**config.mk**
```make
export PLATFORM = sky130hd
export DESIGN_NAME = amd_decoder
export DESIGN_NICKNAME = d
export VERILOG_FILES = /design/src/amd_pkg.sv /design/src/amd_decoder.sv /design/src/amd_ea_calc.sv /design/src/amd_len_dec.sv
export SDC_FILE = /design/constraint.sdc
export NUM_CORES = 1
export LEC_CHECK = 0
export BUFFER_PORTS_ARGS = -buffer_cell sky130_fd_sc_hd__clkbuf_2
export CAP_MARGIN = 20
export CORE_MARGIN = 2
export CORE_UTILIZATION = 58
export CTS_CLUSTER_DIAMETER = 100
export DETAILED_ROUTE_END_ITERATION = 10
export GPL_ROUTABILITY_DRIVEN = 0
export GPL_TIMING_DRIVEN = 0
export PLACE_DENSITY_LB_ADDON = 0.15
export REMOVE_ABC_BUFFERS = 1
export SLEW_MARGIN = 20
export SYNTH_ARGS = -nofsm -noshare
export SYNTH_HDL_FRONTEND = slang
export SYNTH_SLANG_ARGS = --single-unit
export TNS_END_PERCENT = 50
```
**constraint.sdc**
```tcl
create_clock -name clock -period 3.94 [get_ports clock]
set_clock_uncertainty 0.05 [all_clocks]
set_input_delay 0.591 -clock clock [delete_from_list [all_inputs] [get_ports clock]]
set_output_delay 0.591 -clock clock [all_outputs]
set_load 0.05 [all_outputs]
```
**src/amd_pkg.sv**
```systemverilog
// Shared constants, mode codes and helpers for the address mode decoder
package amd_pkg;

  localparam int AMD_AW = 16;
  localparam int AMD_DW = 8;
  localparam int AMD_LEN_W = 3;
  localparam int AMD_CNT_W = 2;

  // Upper address byte of page zero
  localparam logic [7:0] AMD_PAGE0_HI = 8'h00;
  // Reset values
  localparam logic [15:0] AMD_ADDR_RST = 16'h0000;
  localparam logic [7:0] AMD_BYTE_RST = 8'h00;

  // Byte counts
  localparam logic [1:0] AMD_NONE = 2'h0;
  localparam logic [1:0] AMD_ONE = 2'h1;
  localparam logic [1:0] AMD_TWO = 2'h2;
  localparam logic [15:0] AMD_ADDR_STEP = 16'h0001;

  typedef enum logic [4:0] {
    AMD_INH, AMD_IMM, AMD_DIR_S, AMD_DIR_L, AMD_IDX_0, AMD_IDX_S, AMD_IDX_L,
    AMD_IND_S, AMD_IND_L, AMD_IIDX_S, AMD_IIDX_L, AMD_REL_D, AMD_REL_I,
    AMD_BIT_D, AMD_BIT_I, AMD_BTJ_D, AMD_BTJ_I
  } amd_mode_t;

  typedef enum logic [2:0] {
    AMD_F_INHERENT, AMD_F_IMMEDIATE, AMD_F_DIRECT, AMD_F_INDEXED,
    AMD_F_INDIRECT, AMD_F_RELATIVE, AMD_F_BIT
  } amd_family_t;

  // Sign extension of an 8-bit displacement to the address width
  function automatic logic [15:0] amd_sext(input logic [7:0] d);
    amd_sext = {{8{d[7]}}, d};
  endfunction

  // Page-zero address from one byte
  function automatic logic [15:0] amd_page0(input logic [7:0] b);
    amd_page0 = {AMD_PAGE0_HI, b};
  endfunction

endpackage

```
**src/amd_decoder.sv**
```systemverilog
// Addressing mode engine: operand fetch, pointer fetch, address and length
//
// Overview of operation
// - Seventeen operand addressing modes in seven families are handled.
// - Long forms reach all 64 Kbyte, with more cycles; long direct and indexed also take more bytes.
// - Short forms start from a page-zero base and are faster; short direct and indexed are also shorter.
// - Read-modify-write instructions accept short forms only; long ones flag a fault.
// - Inherent instructions are one byte, two with the Y prebyte; no operand bytes.
// - Immediate takes one byte after the opcode as the operand value.
// - Short direct takes one address byte, range 00 to FF.
// - Long direct takes a two-byte address word, full space.
// - Indexed address is the unsigned sum of index and offset.
// - No-offset indexed adds no byte; Y index costs one extra byte.
// - Short indexed takes a one-byte offset, reaching 00 to 1FE.
// - Long indexed takes a two-byte offset, reaching the whole space.
// - Indirect reads the operand address from a page-zero pointer.
// - Short indirect fetches a one-byte pointer, address 00 to FF.
// - Long indirect fetches a two-byte pointer, full space.
// - Relative targets span PC-128 to PC+127, PC after the branch.
// - Short indirect indexed adds index to a one-byte pointer, 00 to 1FE.
// - Relative branch adds a signed byte from stream or memory.
module amd_decoder
  import amd_pkg::*;
(
  input logic clock,
  input logic nrst,
  input logic start,
  input amd_mode_t mode,
  input logic use_y,
  input logic rmw,
  input logic [15:0] opc_addr,
  input logic [7:0] idx_x,
  input logic [7:0] idx_y,
  output logic mem_req,
  output logic [15:0] mem_addr,
  input logic [7:0] mem_rdata,
  input logic mem_ack,
  output logic busy,
  output logic done,
  output logic [15:0] ea,
  output logic ea_valid,
  output logic [7:0] operand,
  output logic operand_valid,
  output logic [15:0] target,
  output logic target_valid,
  output logic [15:0] next_pc,
  output logic [2:0] instr_len,
  output amd_family_t family,
  output logic short_form,
  output logic rmw_fault
);

  typedef enum logic [1:0] {
    ST_IDLE, ST_OPND, ST_PTR, ST_CALC
  } amd_state_t;

  // Control state
  amd_state_t state_r, state_nxt;
  amd_mode_t mode_r, mode_nxt;
  logic [1:0] nops_r, nops_nxt;
  logic [1:0] nptr_r, nptr_nxt;
  logic [1:0] cnt_r, cnt_nxt;
  logic [15:0] addr_r, addr_nxt;
  logic [15:0] opc_r, opc_nxt;
  logic [7:0] index_r, index_nxt;
  logic rmw_r, rmw_nxt;
  logic long_r, long_nxt;
  logic ind_r, ind_nxt;
  logic [2:0] len_r, len_nxt;
  amd_family_t fam_r, fam_nxt;

  // Fetched bytes
  logic [7:0] b0_r, b0_nxt;
  logic [7:0] b1_r, b1_nxt;
  logic [7:0] p0_r, p0_nxt;
  logic [7:0] p1_r, p1_nxt;

  // Result registers
  logic done_r, done_nxt;
  logic [15:0] ea_r, ea_nxt;
  logic ea_valid_r, ea_valid_nxt;
  logic [7:0] operand_r, operand_nxt;
  logic operand_valid_r, operand_valid_nxt;
  logic [15:0] target_r, target_nxt;
  logic target_valid_r, target_valid_nxt;
  logic [15:0] next_pc_r, next_pc_nxt;
  logic [2:0] instr_len_r, instr_len_nxt;
  amd_family_t family_r, family_nxt;
  logic short_r, short_nxt;
  logic rmw_fault_r, rmw_fault_nxt;

  // Decoder results for the incoming request
  logic [1:0] dec_opnd;
  logic [1:0] dec_ptr;
  logic dec_pre;
  logic [2:0] dec_len;
  logic dec_ind;
  logic dec_long;
  amd_family_t dec_family;

  // Adder operands and results
  logic [15:0] calc_base;
  logic calc_add_idx;
  logic [7:0] calc_disp;
  logic [15:0] calc_ea;
  logic [15:0] calc_target;
  logic [15:0] pc_after;

  amd_len_dec u_len (
    .mode(mode),
    .use_y(use_y),
    .opnd_bytes(dec_opnd),
    .ptr_bytes(dec_ptr),
    .pre_byte(dec_pre),
    .instr_len(dec_len),
    .indirect(dec_ind),
    .long_form(dec_long),
    .family(dec_family)
  );

  // Counter points past the opcode and all of its operand bytes
  assign pc_after = opc_r + AMD_ADDR_STEP + {14'h0000, nops_r};

  amd_ea_calc u_calc (
    .base(calc_base),
    .index(index_r),
    .add_index(calc_add_idx),
    .next_pc(pc_after),
    .disp(calc_disp),
    .ea(calc_ea),
    .target(calc_target)
  );

  // Base address and displacement by mode
  always_comb begin
    calc_base = amd_page0(b0_r);
    calc_add_idx = 1'b0;
    calc_disp = b0_r;
    unique case (mode_r)
      AMD_INH, AMD_IMM, AMD_REL_D: begin
        calc_base = amd_page0(b0_r);
      end
      AMD_DIR_S, AMD_BIT_D: begin
        calc_base = amd_page0(b0_r);
      end
      AMD_DIR_L: begin
        calc_base = {b0_r, b1_r};
      end
      AMD_IDX_0: begin
        calc_base = AMD_ADDR_RST;
        calc_add_idx = 1'b1;
      end
      AMD_IDX_S: begin
        calc_base = amd_page0(b0_r);
        calc_add_idx = 1'b1;
      end
      AMD_IDX_L: begin
        calc_base = {b0_r, b1_r};
        calc_add_idx = 1'b1;
      end
      AMD_IND_S, AMD_BIT_I: begin
        calc_base = amd_page0(p0_r);
      end
      AMD_IND_L: begin
        calc_base = {p0_r, p1_r};
      end
      AMD_IIDX_S: begin
        calc_base = amd_page0(p0_r);
        calc_add_idx = 1'b1;
      end
      AMD_IIDX_L: begin
        calc_base = {p0_r, p1_r};
        calc_add_idx = 1'b1;
      end
      AMD_REL_I: begin
        calc_disp = p0_r;
      end
      AMD_BTJ_D: begin
        calc_disp = b1_r;
      end
      AMD_BTJ_I: begin
        calc_base = amd_page0(p0_r);
        calc_disp = b1_r;
      end
    endcase
  end

  // Sequencer: one byte per acknowledged read, operand bytes then pointer
  always_comb begin
    state_nxt = state_r;
    mode_nxt = mode_r;
    nops_nxt = nops_r;
    nptr_nxt = nptr_r;
    cnt_nxt = cnt_r;
    addr_nxt = addr_r;
    opc_nxt = opc_r;
    index_nxt = index_r;
    rmw_nxt = rmw_r;
    long_nxt = long_r;
    ind_nxt = ind_r;
    len_nxt = len_r;
    fam_nxt = fam_r;
    b0_nxt = b0_r;
    b1_nxt = b1_r;
    p0_nxt = p0_r;
    p1_nxt = p1_r;
    unique case (state_r)
      ST_IDLE: begin
        if (start) begin
          mode_nxt = mode;
          nops_nxt = dec_opnd;
          nptr_nxt = dec_ptr;
          cnt_nxt = AMD_NONE;
          opc_nxt = opc_addr;
          addr_nxt = opc_addr + AMD_ADDR_STEP;
          index_nxt = use_y ? idx_y : idx_x;
          rmw_nxt = rmw;
          long_nxt = dec_long;
          ind_nxt = dec_ind;
          len_nxt = dec_len;
          fam_nxt = dec_family;
          // Inherent and no-offset indexed need no fetch at all
          state_nxt = (dec_opnd == AMD_NONE) ? ST_CALC : ST_OPND;
        end
      end
      ST_OPND: begin
        if (mem_ack) begin
          if (cnt_r == AMD_NONE) begin
            b0_nxt = mem_rdata;
          end else begin
            b1_nxt = mem_rdata;
          end
          cnt_nxt = cnt_r + AMD_ONE;
          addr_nxt = addr_r + AMD_ADDR_STEP;
          if (cnt_r + AMD_ONE == nops_r) begin
            cnt_nxt = AMD_NONE;
            if (ind_r) begin
              // Pointer lives in page zero at the first operand byte
              addr_nxt = amd_page0(cnt_r == AMD_NONE ? mem_rdata : b0_r);
              state_nxt = ST_PTR;
            end else begin
              state_nxt = ST_CALC;
            end
          end
        end
      end
      ST_PTR: begin
        if (mem_ack) begin
          // Word pointers are high byte first
          if (cnt_r == AMD_NONE) begin
            p0_nxt = mem_rdata;
          end else begin
            p1_nxt = mem_rdata;
          end
          cnt_nxt = cnt_r + AMD_ONE;
          addr_nxt = addr_r + AMD_ADDR_STEP;
          if (cnt_r + AMD_ONE == nptr_r) begin
            state_nxt = ST_CALC;
          end
        end
      end
      ST_CALC: begin
        state_nxt = ST_IDLE;
      end
    endcase
  end

  always_ff @(posedge clock or negedge nrst) begin
    if (!nrst) begin
      state_r <= ST_IDLE;
      mode_r <= AMD_INH;
      nops_r <= AMD_NONE;
      nptr_r <= AMD_NONE;
      cnt_r <= AMD_NONE;
      addr_r <= AMD_ADDR_RST;
      opc_r <= AMD_ADDR_RST;
      index_r <= AMD_BYTE_RST;
      rmw_r <= 1'b0;
      long_r <= 1'b0;
      ind_r <= 1'b0;
      len_r <= 3'h0;
      fam_r <= AMD_F_INHERENT;
      b0_r <= AMD_BYTE_RST;
      b1_r <= AMD_BYTE_RST;
      p0_r <= AMD_BYTE_RST;
      p1_r <= AMD_BYTE_RST;
    end else begin
      state_r <= state_nxt;
      mode_r <= mode_nxt;
      nops_r <= nops_nxt;
      nptr_r <= nptr_nxt;
      cnt_r <= cnt_nxt;
      addr_r <= addr_nxt;
      opc_r <= opc_nxt;
      index_r <= index_nxt;
      rmw_r <= rmw_nxt;
      long_r <= long_nxt;
      ind_r <= ind_nxt;
      len_r <= len_nxt;
      fam_r <= fam_nxt;
      b0_r <= b0_nxt;
      b1_r <= b1_nxt;
      p0_r <= p0_nxt;
      p1_r <= p1_nxt;
    end
  end

  // Results other than done are captured in the calculate step and held until the next one
  always_comb begin
    done_nxt = 1'b0;
    ea_nxt = ea_r;
    ea_valid_nxt = ea_valid_r;
    operand_nxt = operand_r;
    operand_valid_nxt = operand_valid_r;
    target_nxt = target_r;
    target_valid_nxt = target_valid_r;
    next_pc_nxt = next_pc_r;
    instr_len_nxt = instr_len_r;
    family_nxt = family_r;
    short_nxt = short_r;
    rmw_fault_nxt = rmw_fault_r;
    if (state_r == ST_CALC) begin
      done_nxt = 1'b1;
      ea_nxt = calc_ea;
      ea_valid_nxt = (fam_r != AMD_F_INHERENT) && (fam_r != AMD_F_IMMEDIATE)
                     && (fam_r != AMD_F_RELATIVE);
      operand_nxt = b0_r;
      operand_valid_nxt = (fam_r == AMD_F_IMMEDIATE);
      target_nxt = calc_target;
      target_valid_nxt = (fam_r == AMD_F_RELATIVE)
                         || (mode_r == AMD_BTJ_D) || (mode_r == AMD_BTJ_I);
      next_pc_nxt = pc_after;
      instr_len_nxt = len_r;
      family_nxt = fam_r;
      short_nxt = !long_r;
      // Read-modify-write operations have no long encoding
      rmw_fault_nxt = rmw_r && long_r;
    end
  end

  always_ff @(posedge clock or negedge nrst) begin
    if (!nrst) begin
      done_r <= 1'b0;
      ea_r <= AMD_ADDR_RST;
      ea_valid_r <= 1'b0;
      operand_r <= AMD_BYTE_RST;
      operand_valid_r <= 1'b0;
      target_r <= AMD_ADDR_RST;
      target_valid_r <= 1'b0;
      next_pc_r <= AMD_ADDR_RST;
      instr_len_r <= 3'h0;
      family_r <= AMD_F_INHERENT;
      short_r <= 1'b0;
      rmw_fault_r <= 1'b0;
    end else begin
      done_r <= done_nxt;
      ea_r <= ea_nxt;
      ea_valid_r <= ea_valid_nxt;
      operand_r <= operand_nxt;
      operand_valid_r <= operand_valid_nxt;
      target_r <= target_nxt;
      target_valid_r <= target_valid_nxt;
      next_pc_r <= next_pc_nxt;
      instr_len_r <= instr_len_nxt;
      family_r <= family_nxt;
      short_r <= short_nxt;
      rmw_fault_r <= rmw_fault_nxt;
    end
  end

  // Read request is a level held until acknowledged
  assign mem_req = (state_r == ST_OPND) || (state_r == ST_PTR);
  assign mem_addr = addr_r;
  assign busy = (state_r != ST_IDLE);
  assign done = done_r;
  assign ea = ea_r;
  assign ea_valid = ea_valid_r;
  assign operand = operand_r;
  assign operand_valid = operand_valid_r;
  assign target = target_r;
  assign target_valid = target_valid_r;
  assign next_pc = next_pc_r;
  assign instr_len = instr_len_r;
  assign family = family_r;
  assign short_form = short_r;
  assign rmw_fault = rmw_fault_r;

endmodule

```
**src/amd_ea_calc.sv**
```systemverilog
// Effective address adder and relative branch target adder
module amd_ea_calc
  import amd_pkg::*;
(
  input logic [15:0] base,
  input logic [7:0] index,
  input logic add_index,
  input logic [15:0] next_pc,
  input logic [7:0] disp,
  output logic [15:0] ea,
  output logic [15:0] target
);

  // Unsigned sum, carry into the high byte is kept
  assign ea = base + (add_index ? {8'h00, index} : 16'h0000);
  // Wraps at the top of the space, as the counter does
  assign target = next_pc + amd_sext(disp);

endmodule

```
**src/amd_len_dec.sv**
```systemverilog
// Instruction length and fetch shape decoding per addressing mode
module amd_len_dec
  import amd_pkg::*;
(
  input amd_mode_t mode,
  input logic use_y,
  output logic [1:0] opnd_bytes,
  output logic [1:0] ptr_bytes,
  output logic pre_byte,
  output logic [2:0] instr_len,
  output logic indirect,
  output logic long_form,
  output amd_family_t family
);

  always_comb begin
    opnd_bytes = AMD_NONE;
    ptr_bytes = AMD_NONE;
    long_form = 1'b0;
    family = AMD_F_INHERENT;
    unique case (mode)
      AMD_INH: begin
        family = AMD_F_INHERENT;
      end
      AMD_IMM: begin
        opnd_bytes = AMD_ONE;
        family = AMD_F_IMMEDIATE;
      end
      AMD_DIR_S: begin
        opnd_bytes = AMD_ONE;
        family = AMD_F_DIRECT;
      end
      AMD_DIR_L: begin
        opnd_bytes = AMD_TWO;
        long_form = 1'b1;
        family = AMD_F_DIRECT;
      end
      AMD_IDX_0: begin
        family = AMD_F_INDEXED;
      end
      AMD_IDX_S: begin
        opnd_bytes = AMD_ONE;
        family = AMD_F_INDEXED;
      end
      AMD_IDX_L: begin
        opnd_bytes = AMD_TWO;
        long_form = 1'b1;
        family = AMD_F_INDEXED;
      end
      AMD_IND_S, AMD_IIDX_S: begin
        opnd_bytes = AMD_ONE;
        ptr_bytes = AMD_ONE;
        family = AMD_F_INDIRECT;
      end
      AMD_IND_L, AMD_IIDX_L: begin
        opnd_bytes = AMD_ONE;
        ptr_bytes = AMD_TWO;
        long_form = 1'b1;
        family = AMD_F_INDIRECT;
      end
      AMD_REL_D: begin
        opnd_bytes = AMD_ONE;
        family = AMD_F_RELATIVE;
      end
      AMD_REL_I: begin
        opnd_bytes = AMD_ONE;
        ptr_bytes = AMD_ONE;
        family = AMD_F_RELATIVE;
      end
      AMD_BIT_D: begin
        opnd_bytes = AMD_ONE;
        family = AMD_F_BIT;
      end
      AMD_BIT_I: begin
        opnd_bytes = AMD_ONE;
        ptr_bytes = AMD_ONE;
        family = AMD_F_BIT;
      end
      AMD_BTJ_D: begin
        opnd_bytes = AMD_TWO;
        family = AMD_F_BIT;
      end
      AMD_BTJ_I: begin
        opnd_bytes = AMD_TWO;
        ptr_bytes = AMD_ONE;
        family = AMD_F_BIT;
      end
    endcase
  end

  // Indirect forms ride on a prebyte; so does Y on non-indirect forms
  assign indirect = (ptr_bytes != AMD_NONE);
  assign pre_byte = indirect | use_y;
  assign instr_len = 3'(1) + {2'b00, pre_byte} + {1'b0, opnd_bytes};

endmodule

```
==> results of run 1 <==
==> flip-flops by register name (all words and copies together) (netlist names), 3 cells and up <==
| signal | cells |
|---|---|
| fam_r | 3 |
| mem_addr | 16 |
| p1_r | 8 |
| ea | 16 |
| next_pc | 16 |
| target | 16 |
| mode_r | 5 |
| index_r | 8 |
| operand | 8 |
| b1_r | 8 |
| family | 3 |
| opc_r | 16 |
| len_r | 3 |
| p0_r | 8 |
| instr_len | 3 |
| b0_r | 8 |
==> area by class of cell <==
cell class | instances | area (um^2)
clock buffer | 18 | 439.2
multi-input combinational | 698 | 5228
tap | 216 | 270.3
clock inverter | 14 | 177.7
timing repair buffer | 148 | 852.1
sequential | 162 | 4055
inverter | 33 | 123.9
fill | 1288 | 4797
==> final timing paths <==
| kind | to | slack (ns) |
|---|---|---|
| hold / removal | ea[1] | 0.14 |
| setup reg to reg | target[14] | 0.19 |
| min in group clock | rmw_r | 0.35 |
| max in group asynchronous | next_pc[13] | 2.87 |
| hold reg to reg | index_r[3] | 0.42 |
| setup / recovery | target[14] | 0.19 |
==> critical path: cells and delay by family (launching register included) <==
family,cells,cell delay [ns]
flip-flops,1,0.53
AND/OR/NAND/NOR,3,0.50
buffers and inverters,1,0.16
adder cells (fa/ha/maj),1,0.48
AO/OA/AOI/OAI,6,1.90
==> synth_stat cells (all sizes together), types with 6 or more instances <==
| cell | n | area (um^2) |
|---|---|---|
| o21a | 7 | 52.55 |
| and3 | 12 | 85.08 |
| a21oi | 33 | 165.2 |
| nand3 | 24 | 120.1 |
| xnor2 | 32 | 280.3 |
| o31ai | 9 | 72.57 |
| and2 | 15 | 93.84 |
| nor3 | 12 | 60.06 |
| a21o | 15 | 112.6 |
| nor2 | 59 | 221.5 |
| nand4 | 9 | 56.30 |
| xor2 | 20 | 175.2 |
| dfrtp | 162 | 4054 |
| o21ai | 71 | 355.3 |
| mux2i | 18 | 180.2 |
| inv | 33 | 123.9 |
| or3 | 6 | 42.54 |
| nand3b | 6 | 45.04 |
| clkbuf | 34 | 127.6 |
| a211oi | 7 | 52.55 |
| nor2b | 8 | 50.05 |
| o211ai | 9 | 81.33 |
| nand2 | 83 | 311.6 |
| nand2b | 6 | 37.54 |
| ha | 35 | 437.9 |
| mux2 | 98 | 1104 |
| buf | 10 | 52.55 |
| a22oi | 17 | 127.6 |
==> timing repair <==
action / 4_1_cts / 5_1_grt
setup buffers: 0 / 8
resized for setup: 5 / 12
pin swaps: 0 / 2
setup endpoints to repair: 9 / 12
==> cells by family (layout without fill, tap and decap cells) <==
group           count (synthesis)  count (layout)  synth area share [%]
fa+ha+maj                      39              39                 5.447
flops                         162             162                 42.63
compound gates                225             225                 16.25
simple gates                  266             266                 14.20
mux                           116             116                 13.50
buf+inv                        77             213                 3.197
xor+xnor                       52              52                 4.789
==> metal layers <==
| metal | share of wire, % | GRT usage [%] |
|---|---|---|
| met1 | 47 | 37.81 |
| met2 | 47 | 41.61 |
| met3 | 4.8 | 4.498 |
| met4 | 1.9 | 8.273 |
| met5 | 0 | 0 |
==> through the flow <==
stage	setup slack [ns]	hold slack (ns)	instance area (um^2)
6_report	0.1928	0.1424	11150
5_1_grt	-0.08819	0.1917	11150
4_1_cts	0.01784	0.1654	11040
3_5_place_dp	-0.2807	0.4132	10410
3_3_place_gp	-1.330	0.4060	10280
2_1_floorplan	0.1952	0.2454	9330
==> results.json, run 1 <==
{
  "rsz0062_at_grt": "true",
  "die_y_um": 132.1,
  "crit_path_start_kind": "flop",
  "worst-path-max-fanout": 10,
  "finalCritPeriodShare_pct": 95.11,
  "tightest_slew_ns": 0.8542,
  "post-dp-hpwl_um": 16130,
  "status": "complete, no violations",
  "clk_pin_slew_ns": 0.06,
  "reg2regPathDepth": 11,
  "synth_edf_count": 0,
  "max_stage_delay_ns": 0.53,
  "coreArea_um2": 15940,
  "place_inst": 1249,
  "cap_viol_max_count": 0,
  "ys.flop_type": "dfrtp_1",
  "ant_nets": 0,
  "die_width_um": 132.1,
  "syn_to_final_growth_pct": 17.20,
  "hold_violations": 0,
  "ys_seq_elements": 162,
  "antenna_found_initial": 0,
  "h-tree-depth": 4,
  "most-common-layout-cells": "161 x dfrtp_1, 135 x clkbuf_2, 98 x mux2_2",
  "cp-startpoint": "mode_r[4]",
  "route.detailed.drc": 0,
  "path_cells": "and3b_1 > a32o_2 > buf_4 > a221o_1 > fa_1 > a21o_1 > a21o_1 > a211o_1 > a2111oi_2 > or4_1 > nand3_1",
  "grt_remaining_overflow": 0,
  "criticalPathCategory": "reg2reg",
  "drt-total-wl_um": 22600,
  "syn_inst": 937,
  "hold_class": "in2async",
  "synth.distinct_cells": 76,
  "postCtsHoldBufs": 0,
  "final_common_cell": "dfrtp_1",
  "fmax_mhz": 266.9,
  "diodes": 0,
  "finalCriticalPeriod_ns": 3.747,
  "cts_tree": "yes",
  "ys_seq_area_share_pct": 42.63,
  "grt_pass1_vias": 7277,
  "yosys_warnings": 0,
  "tns_ns": 0,
  "slew_headroom_pct": 42.89,
  "die-area_um2": 17440,
  "cp.arrival_ns": 4.00,
  "critPathCaptureType": "flop",
  "via_per_inst": 5.932,
  "setup_viol": 0,
  "cpMostUsedCell": "a21o_1",
  "ys_async_sr_fraction_pct": 100.0,
  "slew_viol_final": 0,
  "netlist_area_um2": 9510,
  "track_usage_pct": 26.52,
  "r2r-start": "mode_r[4]",
  "nNetsFinal": 1150,
  "crit_slowest_cell": "dfrtp_2",
  "fin_cells": 1289,
  "cts_made_buffers": 17,
  "cts_max_path_buffers": 2,
  "portBuffers": 136,
  "vias": 7646,
  "rows": 46,
  "grt_max_degree": 84,
  "cts_sinks": 162,
  "crit_required_ns": 4.19,
  "wl_per_cell_um": 17.53,
  "cts_root_buffer": "clkbuf_16",
  "layout-drive-gt1-share_pct": 29.17,
  "start_util_pct": 59.65,
  "avgSynthCellArea_um2": 10.15,
  "clock_latency_ns": 0.43,
  "io_pins": 137,
  "final_util_pct": 69.91,
  "drt_first_pass_iters": 5,
  "first_iter_violations": 450,
  "grt_pass1_wl_um": 37300
}
Power of run 1 is not shown: default switching activity piles up to over one toggle a cycle in this logic, so the estimate is an artifact.
==> inputs of run 2 (changes only) <==
--- a/config.mk
+++ b/config.mk
@@ -8,7 +8,7 @@
 export BUFFER_PORTS_ARGS = -buffer_cell sky130_fd_sc_hd__clkbuf_2
 export CAP_MARGIN = 20
 export CORE_MARGIN = 2
-export CORE_UTILIZATION = 58
+export CORE_UTILIZATION = 30
 export CTS_CLUSTER_DIAMETER = 100
 export DETAILED_ROUTE_END_ITERATION = 10
 export GPL_ROUTABILITY_DRIVEN = 0
==> results.json, run 2 (synthesized netlist as in run 1, its figures left out) <==
{
  "ant_nets": 0,
  "first_iter_violations": 405,
  "post-dp-hpwl_um": 19140,
  "hold_depth": 2,
  "most-common-layout-cells": "161 x dfrtp_1, 135 x clkbuf_2, 98 x mux2_2",
  "crit_path_start_kind": "flop",
  "final_common_cell": "dfrtp_1",
  "critPathCaptureType": "flop",
  "die_y_um": 182.1,
  "layout-drive-gt1-share_pct": 28.89,
  "finalCritPeriodShare_pct": 94.72,
  "cts_max_path_buffers": 2,
  "rows": 65,
  "fmax_mhz": 267.9,
  "worst-path-max-fanout": 13,
  "die_width_um": 182.1,
  "wl_per_cell_um": 17.70,
  "nNetsFinal": 1151,
  "cts_made_buffers": 17,
  "portBuffers": 136,
  "cts_sinks": 162,
  "diodes": 0,
  "finalCriticalPeriod_ns": 3.732,
  "setup_viol": 0,
  "io_pins": 137,
  "place_area_um2": 10630,
  "drt-total-wl_um": 26110,
  "status": "complete, no violations",
  "fillCellCount": 3246,
  "fin_hold_ws_ns": 0.3495,
  "grt_max_degree": 74,
  "hold_violations": 0,
  "grt_pass1_vias": 7462,
  "slew_viol_final": 0,
  "criticalPathCategory": "reg2reg",
  "cts_tree": "yes",
  "via_per_inst": 5.022,
  "syn_to_final_growth_pct": 19.90,
  "die-area_um2": 33140,
  "vias": 7408,
  "grt_pass1_wl_um": 42340,
  "route.detailed.drc": 0,
  "tightest_slew_ns": 0.8914,
  "reg2regPathDepth": 13,
  "start_util_pct": 30.29,
  "clk_pin_slew_ns": 0.06,
  "grt_remaining_overflow": 0,
  "cts_root_buffer": "clkbuf_16",
  "slew_headroom_pct": 40.41,
  "cp.arrival_ns": 3.97,
  "final_area_um2": 11400,
  "h-tree-depth": 4,
  "cap_viol_max_count": 0,
  "drt_first_pass_iters": 7,
  "track_usage_pct": 16.27,
  "crit_required_ns": 4.18,
  "coreArea_um2": 31390,
  "antenna_found_initial": 0,
  "clock_latency_ns": 0.43,
  "hold_class": "in2reg"
}
## run 2: cell count changes in the layout (fill, tap and decap cells not counted), sizes merged
cell,before,now
dlygate4sd3,0,1
inv,38,33
bufinv,3,4
clkinvlp,3,2
clkbuf,154,158
## run 2: cell type report
cell class	instances	area [um^2]	area share, %
clock buffers	22	474.2	4.158
clock inverters	9	153.9	1.350
inverters	33	123.9	1.086
multi-input cells	698	5251	46.05
flip-flops and latches	162	4055	35.56
well taps	402	503.0	4.411
repair buffers	149	842.1	7.384
## run 2: worst paths after layout
kind / slack (ns) / to / start
max: 0.21 / target[14] / mode_r[2]
min: 0.35 / rmw_r / rmw
max reg2reg: 0.21 / target[14] / mode_r[2]
min reg2reg: 0.42 / index_r[4] / index_r[4]
max in group asynchronous: 2.62 / target[9] / nrst
min in group asynchronous: 0.56 / instr_len[2] / nrst
## run 2: critical path, stage by stage, from the launching register on
cell       delay (ns)
dfrtp_1          0.50
nor2_1           0.29
a32o_4           0.39
nor2_1           0.15
nand2_1          0.10
nand2_1          0.07
ha_1             0.23
fa_1             0.41
a21o_1           0.19
a21o_1           0.21
a211o_1          0.35
a2111oi_4        0.38
or4_1            0.18
nand3_1          0.08
## run 2: what timing repair did
item | in CTS | in global routing
hold buffers | 1 | 0
hold endpoints to repair | 21 | 0
resized for setup | 8 | 10
buffers inserted | 4 | 4
pin swaps | 1 | 2
setup endpoints to repair | 11 | 13
## run 2: stage by stage
stage / setup slack [ns] / TNS, ns / util (%) / instances
2_1_floorplan: 0.1952 / 0 / - / 893
3_3_place_gp: -1.844 / -201.13 / 33.49 / 1431
3_5_place_dp: -0.3605 / -2.597 / 33.86 / 1435
4_1_cts: 0.02965 / 0 / 36.07 / 1471
5_1_grt: -0.01517 / -0.01642 / 36.33 / 1475
6_report: 0.2079 / 0 / 36.33 / 1475
## run 2: layer usage
metal  up-vias  routed length [um]  global-route usage [%]  part of all wire [%]
met5         -                   0                       0                     0
met4         0                 245                   3.903                  0.94
met3        15                 965                   3.013                   3.7
met2       131               12100                   25.83                    46
met1      3599               12800                   22.98                    49
li1       3663                   -                       -                     -
Power of run 2 is left out for the same reason.
